### src/logic/watchdog_defines.vh
// Constants for the watchdog with safety levels: register map, fields, timing.
// Assumes inclusion by bare name from design files; definitions only.
`ifndef WATCHDOG_DEFINES_VH
`define WATCHDOG_DEFINES_VH

// Register byte offsets on APB
`define WD_CONTROL_OFFSET     12'h000
`define WD_STATUS_OFFSET      12'h004

// Control register fields
`define WD_SELECT_LSB         0
`define WD_SELECT_MSB         2
`define WD_ON_BIT             3
`define WD_CHANGE_BIT         4

// Status register fields
`define WD_RESET_FLAG_BIT     3

// Reset values
`define WD_SELECT_RESET       3'h0
`define WD_CHANGE_COUNT_RESET 3'h0

// Timing
`define WD_CLK_HZ             10000000
`define WD_OSC_HZ             1000000
`define WD_OSC_DIV            (`WD_CLK_HZ / `WD_OSC_HZ)
`define WD_BASE_CYCLES        16384
`define WD_CHANGE_CYCLES      4

// Safety levels
`define WD_LEVEL0             2'h0
`define WD_LEVEL1             2'h1
`define WD_LEVEL2             2'h2

`endif

### src/logic/watchdog_timer.v
// Watchdog timer with fuse-selected safety levels and timed change sequence.
// Assumes an APB master on ref_clk; kick and fuses synchronous to ref_clk.
//
// Summary of operation
// - Counter advances on a 1 MHz oscillator tick
// - Kick instruction restarts counter from zero
// - Disable or chip reset clears the counter
// - Timeout while enabled issues chip reset
// - Select code picks 16384 shifted left by code
// - Fuses choose safety level and initial enable
// - Writing enable one always turns watchdog on
// - Enable bit written one enables, zero disables only while change bit is set
// - Clearing enable needs change bit reading one
// - Change bit self-clears four clocks after set
// - Level two can never be disabled
// - Levels one, two change period only in window
// - Control bits seven to five read zero
// - Timeout gives one-clock internal reset pulse
// - Watchdog reset flag, cleared by power-on or zero
// - Level two enable bit always reads one
`timescale 1ns/100ps
`include "watchdog_defines.vh"
module watchdog_timer #(
  parameter BASE_CYCLES = `WD_BASE_CYCLES,
  parameter OSC_DIV     = `WD_OSC_DIV
) (
  // Clock, reset, enable
  input  wire        ref_clk,
  input  wire        rst_n,
  input  wire        clk_en,
  // APB slave
  input  wire        psel,
  input  wire        penable,
  input  wire        pwrite,
  input  wire [11:0] paddr,
  input  wire [31:0] pwdata,
  output wire        pready,
  output reg  [31:0] prdata,
  output wire        pslverr,
  // Core and fuses
  input  wire        kick_instruction,
  input  wire        chip_reset,
  input  wire        always_on_fuse,
  input  wire        compatibility_fuse,
  // Reset output
  output reg         dog_reset_pulse
);

  ////////////////////////////////////////////////////////////////////////////
  // Reset release
  reg        rst_meta_n;
  reg        rst_sync_n;

  always @(posedge ref_clk or negedge rst_n) begin
    if (!rst_n) begin
      rst_meta_n <= 1'b0;
      rst_sync_n <= 1'b0;
    end else begin
      rst_meta_n <= 1'b1;
      rst_sync_n <= rst_meta_n;
    end
  end

  ////////////////////////////////////////////////////////////////////////////
  // Safety level from fuses
  reg  [1:0] safety_level;

  always @* begin
    if (always_on_fuse) begin
      safety_level = `WD_LEVEL2;
    end else if (compatibility_fuse) begin
      safety_level = `WD_LEVEL0;
    end else begin
      safety_level = `WD_LEVEL1;
    end
  end

  wire level2 = (safety_level == `WD_LEVEL2);
  wire level0 = (safety_level == `WD_LEVEL0);

  ////////////////////////////////////////////////////////////////////////////
  // Oscillator tick, standing in for the separate 1 MHz watchdog clock
  localparam DIV_W = 8;
  localparam integer DIV_LAST_I = OSC_DIV - 1;
  localparam [DIV_W-1:0] DIV_LAST = DIV_LAST_I[DIV_W-1:0];
  reg  [DIV_W-1:0] div_count;
  reg              osc_tick;

  always @(posedge ref_clk or negedge rst_sync_n) begin
    if (!rst_sync_n) begin
      div_count <= {DIV_W{1'b0}};
      osc_tick  <= 1'b0;
    end else if (clk_en) begin
      if (div_count == DIV_LAST) begin
        div_count <= {DIV_W{1'b0}};
        osc_tick  <= 1'b1;
      end else begin
        div_count <= div_count + {{(DIV_W-1){1'b0}}, 1'b1};
        osc_tick  <= 1'b0;
      end
    end
  end

  ////////////////////////////////////////////////////////////////////////////
  // APB decode
  wire       setup_phase  = psel && !penable;
  wire       access_phase = psel && penable;
  wire       hit_control  = (paddr == `WD_CONTROL_OFFSET);
  wire       hit_status   = (paddr == `WD_STATUS_OFFSET);
  wire       hit_any      = hit_control || hit_status;
  wire       wr_control   = access_phase && pwrite && hit_control && clk_en;
  wire       wr_status    = access_phase && pwrite && hit_status && clk_en;

  assign pready  = 1'b1;
  assign pslverr = access_phase && !hit_any;

  ////////////////////////////////////////////////////////////////////////////
  // Control register state
  reg        watchdog_on_bit;
  reg        change_enable_bit;
  reg  [2:0] change_count;
  reg  [2:0] timeout_select;
  reg        dog_reset_flag;
  wire       expire;
  wire       soft_reset   = chip_reset || dog_reset_pulse;
  wire       wr_on        = pwdata[`WD_ON_BIT];
  wire       wr_change    = pwdata[`WD_CHANGE_BIT];
  wire [2:0] wr_select    = pwdata[`WD_SELECT_MSB:`WD_SELECT_LSB];
  wire       eff_on       = watchdog_on_bit || level2;
  wire       may_disable  = change_enable_bit && !level2;
  wire       may_select   = level0 || change_enable_bit;

  always @(posedge ref_clk or negedge rst_sync_n) begin
    if (!rst_sync_n) begin
      watchdog_on_bit <= 1'b0;
      timeout_select  <= `WD_SELECT_RESET;
    end else if (clk_en) begin
      if (soft_reset) begin
        watchdog_on_bit <= 1'b0;
        timeout_select  <= `WD_SELECT_RESET;
      end else if (wr_control) begin
        if (wr_on) begin
          watchdog_on_bit <= 1'b1;
        end else if (may_disable) begin
          watchdog_on_bit <= 1'b0;
        end
        if (may_select) begin
          timeout_select <= wr_select;
        end
      end
    end
  end

  ////////////////////////////////////////////////////////////////////////////
  // Change window: set on write, cleared by hardware four clocks later
  always @(posedge ref_clk or negedge rst_sync_n) begin
    if (!rst_sync_n) begin
      change_enable_bit <= 1'b0;
      change_count      <= `WD_CHANGE_COUNT_RESET;
    end else if (clk_en) begin
      if (soft_reset) begin
        change_enable_bit <= 1'b0;
        change_count      <= `WD_CHANGE_COUNT_RESET;
      end else if (wr_control && wr_change) begin
        change_enable_bit <= 1'b1;
        change_count      <= `WD_CHANGE_COUNT_RESET;
      end else if (change_enable_bit) begin
        if (change_count == `WD_CHANGE_CYCLES - 1) begin
          change_enable_bit <= 1'b0;
          change_count      <= `WD_CHANGE_COUNT_RESET;
        end else begin
          change_count <= change_count + 3'h1;
        end
      end else if (wr_control) begin
        change_enable_bit <= 1'b0;
      end
    end
  end

  ////////////////////////////////////////////////////////////////////////////
  // Kick capture: held until the next oscillator tick so it meets the counter
  reg        kick_pending;

  always @(posedge ref_clk or negedge rst_sync_n) begin
    if (!rst_sync_n) begin
      kick_pending <= 1'b0;
    end else if (clk_en) begin
      if (kick_instruction) begin
        kick_pending <= 1'b1;
      end else if (osc_tick) begin
        kick_pending <= 1'b0;
      end
    end
  end

  wire counter_clear = soft_reset || kick_instruction || kick_pending;

  watchdog_counter #(
    .BASE_CYCLES    (BASE_CYCLES),
    .CNT_W          (22)
  ) u_counter (
    .ref_clk        (ref_clk),
    .rst_sync_n     (rst_sync_n),
    .clk_en         (clk_en),
    .tick           (osc_tick),
    .clear          (counter_clear),
    .enable         (eff_on),
    .timeout_select (timeout_select),
    .expire         (expire)
  );

  ////////////////////////////////////////////////////////////////////////////
  // Reset pulse and flag
  always @(posedge ref_clk or negedge rst_sync_n) begin
    if (!rst_sync_n) begin
      dog_reset_pulse <= 1'b0;
      dog_reset_flag  <= 1'b0;
    end else if (clk_en) begin
      dog_reset_pulse <= expire && !dog_reset_pulse;
      if (expire) begin
        dog_reset_flag <= 1'b1;
      end else if (wr_status && !pwdata[`WD_RESET_FLAG_BIT]) begin
        dog_reset_flag <= 1'b0;
      end
    end
  end

  ////////////////////////////////////////////////////////////////////////////
  // Read data, captured in the setup cycle
  reg  [31:0] next_prdata;

  always @* begin
    next_prdata = 32'h0000_0000;
    if (hit_control) begin
      next_prdata[`WD_SELECT_MSB:`WD_SELECT_LSB] = timeout_select;
      next_prdata[`WD_ON_BIT]                    = eff_on;
      next_prdata[`WD_CHANGE_BIT]                = change_enable_bit;
    end else if (hit_status) begin
      next_prdata[`WD_RESET_FLAG_BIT] = dog_reset_flag;
    end
  end

  always @(posedge ref_clk or negedge rst_sync_n) begin
    if (!rst_sync_n) begin
      prdata <= 32'h0000_0000;
    end else if (clk_en && setup_phase) begin
      prdata <= next_prdata;
    end
  end

endmodule // watchdog_timer

### src/logic/watchdog_counter.v
// Watchdog period counter advanced by the oscillator tick.
// Assumes tick is one ref_clk cycle wide and clear/enable are synchronous.
`timescale 1ns/100ps
module watchdog_counter #(
  parameter BASE_CYCLES = 16384,
  parameter CNT_W       = 22
) (
  // Clock and reset
  input  wire             ref_clk,
  input  wire             rst_sync_n,
  input  wire             clk_en,
  // Control
  input  wire             tick,
  input  wire             clear,
  input  wire             enable,
  input  wire [2:0]       timeout_select,
  // Result
  output reg              expire
);

  reg  [CNT_W-1:0] count;
  wire [CNT_W-1:0] base_cnt = BASE_CYCLES[CNT_W-1:0];
  wire [CNT_W-1:0] last_cnt = (base_cnt << timeout_select) - {{(CNT_W-1){1'b0}}, 1'b1};

  ////////////////////////////////////////////////////////////////////////////
  always @(posedge ref_clk or negedge rst_sync_n) begin
    if (!rst_sync_n) begin
      count  <= {CNT_W{1'b0}};
      expire <= 1'b0;
    end else if (clk_en) begin
      expire <= 1'b0;
      if (clear || !enable) begin
        count <= {CNT_W{1'b0}};
      end else if (tick) begin
        if (count >= last_cnt) begin
          count  <= {CNT_W{1'b0}};
          expire <= 1'b1;
        end else begin
          count <= count + {{(CNT_W-1){1'b0}}, 1'b1};
        end
      end
    end
  end

endmodule // watchdog_counter

### config.mk
export PLATFORM = sky130hd
export DESIGN_NAME = watchdog_timer
export DESIGN_NICKNAME = d
export VERILOG_FILES = /design/src/logic/watchdog_timer.v /design/src/logic/watchdog_counter.v
export VERILOG_INCLUDE_DIRS = /design/src /design/src/logic
export SDC_FILE = /design/constraint.sdc
export NUM_CORES = 1
export LEC_CHECK = 0
export BUFFER_PORTS_ARGS = -buffer_cell sky130_fd_sc_hd__buf_4
export CORE_MARGIN = 10
export CORE_UTILIZATION = 40
export DETAILED_ROUTE_END_ITERATION = 10
export GPL_TIMING_DRIVEN = 0
export PLACE_DENSITY_LB_ADDON = 0.1
export SLEW_MARGIN = 10
export SYNTH_ARGS = -nofsm -noshare
export SYNTH_HDL_FRONTEND = slang
export SYNTH_SLANG_ARGS = --single-unit
### constraint.sdc
create_clock -name ref_clk -period 3.5 [get_ports ref_clk]
set_input_delay 0.35 -clock ref_clk [delete_from_list [all_inputs] [get_ports ref_clk]]
set_output_delay 0.35 -clock ref_clk [all_outputs]
set_load 0.01 [all_outputs]
-- Word-level counts from Yosys, hierarchy flattened
Index checks and enable logic that the tools add are counted.
- bits of input ports: 54
- output and inout bits: 35
- logic and storage cells: 98
- register bits after elaboration: 50
- add/sub/neg operators: 4
- muxes and demuxes: 33
- shifts and indexed selects: 1
- magnitude comparators: 1
- reductions and logical operators: 41
- equal/unequal tests: 4
- operator list (kind ; count):
    2-to-1 mux 22 bit ; 3
    2-to-1 mux 3 bit ; 8
    adder 22 x 1 -> 22 bit (second input constant) ; 1
    >= comparator 22 bit ; 1
    left shift 15 x 3 -> 22 bit (first input constant) ; 1
    subtractor 22 x 1 -> 22 bit (second input constant) ; 1
    2-to-1 mux 1 bit ; 20
    logical AND 1 bit ; 13
    == test 12 x 3 -> 1 bit (second input constant) ; 1
    zero test 12 bit ; 1
    nonzero test 2 bit ; 5
    adder 8 x 1 -> 8 bit (second input constant) ; 1
    == test 8 x 4 -> 1 bit (second input constant) ; 1
    2-to-1 mux 8 bit ; 1
    AND reduction 2 bit ; 4
    logical OR 1 bit ; 7
    zero test 1 bit ; 6
    AND reduction 3 bit ; 2
    nonzero test 3 bit ; 2
    adder 3 x 1 -> 3 bit (second input constant) ; 1
    == test 3 x 2 -> 1 bit (second input constant) ; 1
    == test 2 bit (second input constant) ; 1
    zero test 2 bit ; 1
    2-to-1 mux 2 bit ; 1

-- Depth between registers and ports, before layout
- depth in word-level cells: 9
- gate-level depth with buffers: 9
- depth with buffers taken out: 7

-- Hierarchy
From an unflattened synthesis, not the netlist that was laid out.
- cell total of the unflattened synthesis: 323
- area total of the unflattened synthesis: 3113.0 um2
- by module, submodules not included (module ; times used ; seq. area each (um2) ; cells each ; area each (um2)):
    watchdog_timer ; 1 ; 675.6 ; 154 ; 1592.8
    watchdog_counter ; 1 ; 575.6 ; 169 ; 1520.2

-- Least setup slack after synthesis
No wires, ideal clock.
- path type: register to register
- from: reg timeout_select[2]
- to: reg u_counter.count[13]
- slack: 1.326 ns
- required time: 3.381 ns
- data arrival time: 2.055 ns
- stages on the path, launching flop included: 10
- cell sequence: dfrtp_1 clkbuf_1 nand3_1 ha_1 nand4_1 nor3_1 nand2_4 a31oi_4 buf_6 nor2_1
- word-level cells in the longest chain between the ends: 6
- RTL lines (what ; RTL line ; RTL):
    from (decl) ; watchdog_timer.v:122 ; reg [2:0] timeout_select;
    from (signal assigned) ; watchdog_timer.v:136 ; timeout_select <= `WD_SELECT_RESET;
    from (signal assigned) ; watchdog_timer.v:140 ; timeout_select <= `WD_SELECT_RESET;
    from (signal assigned) ; watchdog_timer.v:148 ; timeout_select <= wr_select;
    left shift 15 x 3 -> 22 bit ; watchdog_counter.v:23 ; wire [CNT_W-1:0] last_cnt = (base_cnt << timeout_select) - {{(CNT_W-1){1'b0}}, 1'b1};
    subtractor 22 x 1 -> 22 bit ; watchdog_counter.v:23 ;
    >= comparator 22 bit ; watchdog_counter.v:35 ; if (count >= last_cnt) begin
    2-to-1 mux 22 bit ; watchdog_counter.v:35 ;
    2-to-1 mux 22 bit ; watchdog_counter.v:34 ; end else if (tick) begin
    2-to-1 mux 22 bit ; watchdog_counter.v:32 ; if (clear || !enable) begin
    to (signal assigned) ; watchdog_counter.v:33 ; count <= {CNT_W{1'b0}};
    to (signal assigned) ; watchdog_counter.v:36 ; count <= {CNT_W{1'b0}};
    to (signal assigned) ; watchdog_counter.v:39 ; count <= count + {{(CNT_W-1){1'b0}}, 1'b1};
    to (decl) ; watchdog_counter.v:21 ; reg [CNT_W-1:0] count;
No other way between the ends. The select of a mux whose other input is x is not followed.
A chain may end at the register's enable or synchronous reset.

-- Worst setup path in the final report
- from: reg timeout_select[2]
- to: reg u_counter.count[9]
Same word-level chain as after synthesis.

==> flow_metrics.tcl <==
set metrics [dict create \
    gp_congestion 0.780 \
    postRouteAntennaNets 0 \
    powerDensity_mw_per_mm2 348 \
    fin_ws_ns 0.953 \
    ios 89 \
    register_area_mm2 0.00125 \
    crit_slowest_cell "nor3_1" \
    final-setup-viol-count 0 \
    vias_per_cell 4.83 \
    rrSetupSlack_ns 0.95 \
    synthToLayoutAreaGrowth_pct 20.7 \
    fin_area_mm2 0.00352 \
    routed_wl_um 6270 \
    clk_latency_ns 0.30 \
    start_kind "flop" \
    rows 31 \
    tns_ns 0 \
    synthCells 299 \
    dp.cells 460 \
    synthesis.area_mm2 0.00291 \
    synthFlopType "dfrtp_1" \
    p_leak_nw 1.69 \
    start_util_pct 40.6 \
    drt_first_pass_iters 4 \
    hold_violations 0 \
    cts_buffer_depth 2 \
    end_kind "flop" \
    seq_area_frac_synth_pct 43.0 \
    cts_tree "yes" \
    grt_overflow_total 0 \
    placed_area_mm2 0.00341 \
    dp_slack_ns 0.951 \
    grt_pass1_wl_um 10800 \
    dp.final_hpwl_um 4910 \
    grt_max_degree 28 \
    required_ns 3.70 \
    hp-class "flop to asynchronous set/reset pin" \
    crit_buf_inv 2 \
    fin_crit_sh_pct 72.8 \
    layout_commonest_cell "buf_4" \
    yosysWarnings 0 \
    worstPathMaxFanout 10 \
    timing.final.crit_period_ns 2.55 \
    die-area_mm2 0.0111 \
    chipWidth_um 105 \
    synth_edf_count 0 \
    wire_per_inst_um 13.4 \
    antenna_found_initial 0 \
    io_buffers 33 \
    ctsRootBufferMaster "clkbuf_8" \
    fmax_mhz 393 \
    cts.sinks 50 \
    cts.htree.levels 2 \
    multi_input_area_mm2 0.00150 \
    antennaDiodeCount 0 \
    layout_common_cells "61 x buf_4, 49 x dfrtp_1, 31 x nor2_1" \
    cts_setup_buffers 0 \
    drc 0 \
    coreArea_mm2 0.00718 \
    rsz0062_at_grt "no" \
    dieHeight_um 105 \
    clk_pin_slew_ns 0.09 \
    first_iter_violations 109 \
    tightest_slew_ns 0.871 \
    async_reset_ff_share_pct 100 \
    relSlewSlack_pct 41.0 \
    nets 435 \
    finalMaxSlewViolations 0 \
    track_usage_pct 11.5 \
    cts_made_buffers 5 \
    criticalPathCategory "flop to flop" \
    slowest_delay_ns 0.44 \
    synth-seq-cells 50 \
    avgSynthCellArea_um2 9.74 \
    peakVddDrop_uv 226 \
    arrival_ns 2.74 \
    ys_types 52 \
    path_delay_family "simple AND/OR/NAND/NOR gates" \
    grt_pass1_vias 2272 \
    n_fill_cell 694 \
    routed-via-count 2264 \
    final.setup_skew_ns 0.00735 \
    status "completed" \
    instances_no_fill 469 \
    crit_chain "clkbuf_1, nand3_1, ha_1, nand4_1, nor3_1, nand2_4, a31oi_4, buf_6, nor2_1" \
    drive_gt1_share_pct 23.0 \
    cap_violations 0 \
]
==> through the flow <==
step | utilization (%) | hold WS (ns) | power (W)
finish | 49.0 | 0.247 | 0.00122
global route | 49.0 | 0.263 | 0.00130
CTS | 49.0 | 0.258 | 0.00124
detailed placement | 47.5 | 0.135 | 0.000887
global placement | 47.2 | 0.133 | 0.000880
floorplan | - | 0.0544 | 0.000820
==> per-layer routing <==
metal | wire length, um | GRT usage (%) | vias up
met5 | 0 | 0 | -
met4 | 48 | 3.33 | 0
met3 | 327 | 3.29 | 4
met2 | 3040 | 19.4 | 41
met1 | 2860 | 14.0 | 1077
li1 | - | - | 1142
==> worst register-to-register path, cell delays in order (launching register included) <==
cell and delay (ns):
dfrtp_1 0.32, clkbuf_1 0.29, nand3_1 0.14, ha_1 0.34, nand4_1 0.15, nor3_1 0.44
nand2_4 0.14, a31oi_4 0.37, buf_6 0.20, nor2_1 0.05
==> Yosys cell counts (2+ instances only) <==
cell type,number,area (um^2)
clkbuf_1,4,15.0
ha_1,12,150
a21o_1,3,22.5
a211oi_1,2,15.0
nand4_1,12,75.1
and3_1,8,50.1
nand3_1,13,65.1
nand2_1,22,82.6
or2_2,2,12.5
conb_1,2,7.51
nor2_1,31,116
nor3_1,13,65.1
nor4_1,6,37.5
dfrtp_1,50,1250
a22o_1,8,70.1
a21boi_0,2,15.0
inv_1,7,26.3
a31oi_1,2,12.5
xnor2_1,14,123
buf_4,28,210
o21ai_0,7,35.0
nor3b_1,2,15.0
a21oi_1,8,40.0
xor2_1,10,87.6
a32o_1,4,40.0
==> final cells by class <==
class / count / share of cell area (%)
multi-input combinational: 235 / 42.5
clock inverter: 2 / 0.356
timing repair buffer: 35 / 7.90
buffer: 35 / 6.98
inverter: 7 / 0.747
sequential: 50 / 35.6
tap: 99 / 3.52
clock buffer: 6 / 2.35
==> power by group <==
group          internal [W]  switching (W)  leakage (nW)
Combinational      0.000105      0.0000965         0.972
Sequential         0.000621      0.0000551         0.676
Clock              0.000159       0.000186        0.0472
Total              0.000885       0.000338          1.69
==> what timing repair did <==
item,in CTS,in global routing
resized for setup,0,0
endpoints found under the setup margin,0,0
hold buffers,1,0
endpoints found under the hold margin,2,0
==> cell families (layout without fill, tap and decap cells) <==
family,count (synthesis),count (layout),synth area share [%]
DFF,50,50,43.0
adders and majority gates,12,12,5.15
muxes,1,1,0.344
other,2,30,0.258
and+or+nand+nor,124,124,23.2
xor gates and xnor gates,24,24,7.22
buffers and inverters,42,85,9.32
AOI/OAI and AO/OA,44,44,11.5
==> final timing paths <==
check | from | to | depth (start not counted)
setup / recovery | timeout_select[2] | u_counter.count[9] | 9
min in group ref_clk | pwdata[0] | timeout_select[0] | 2
max in group asynchronous | rst_sync_n | u_counter.count[14] | 1
hold reg to reg | rst_sync_n | u_counter.count[13] | 0
setup reg to reg | timeout_select[2] | u_counter.count[9] | 9
hold / removal | rst_sync_n | u_counter.count[13] | 0
==> registers in the layout (all words and copies together) (netlist names), 3 cells and up <==
register	count
change_count	3
div_count	8
prdata	5
timeout_select	3
u_counter.count	22
No activity file was read; power rests on OpenSTA's default activity.
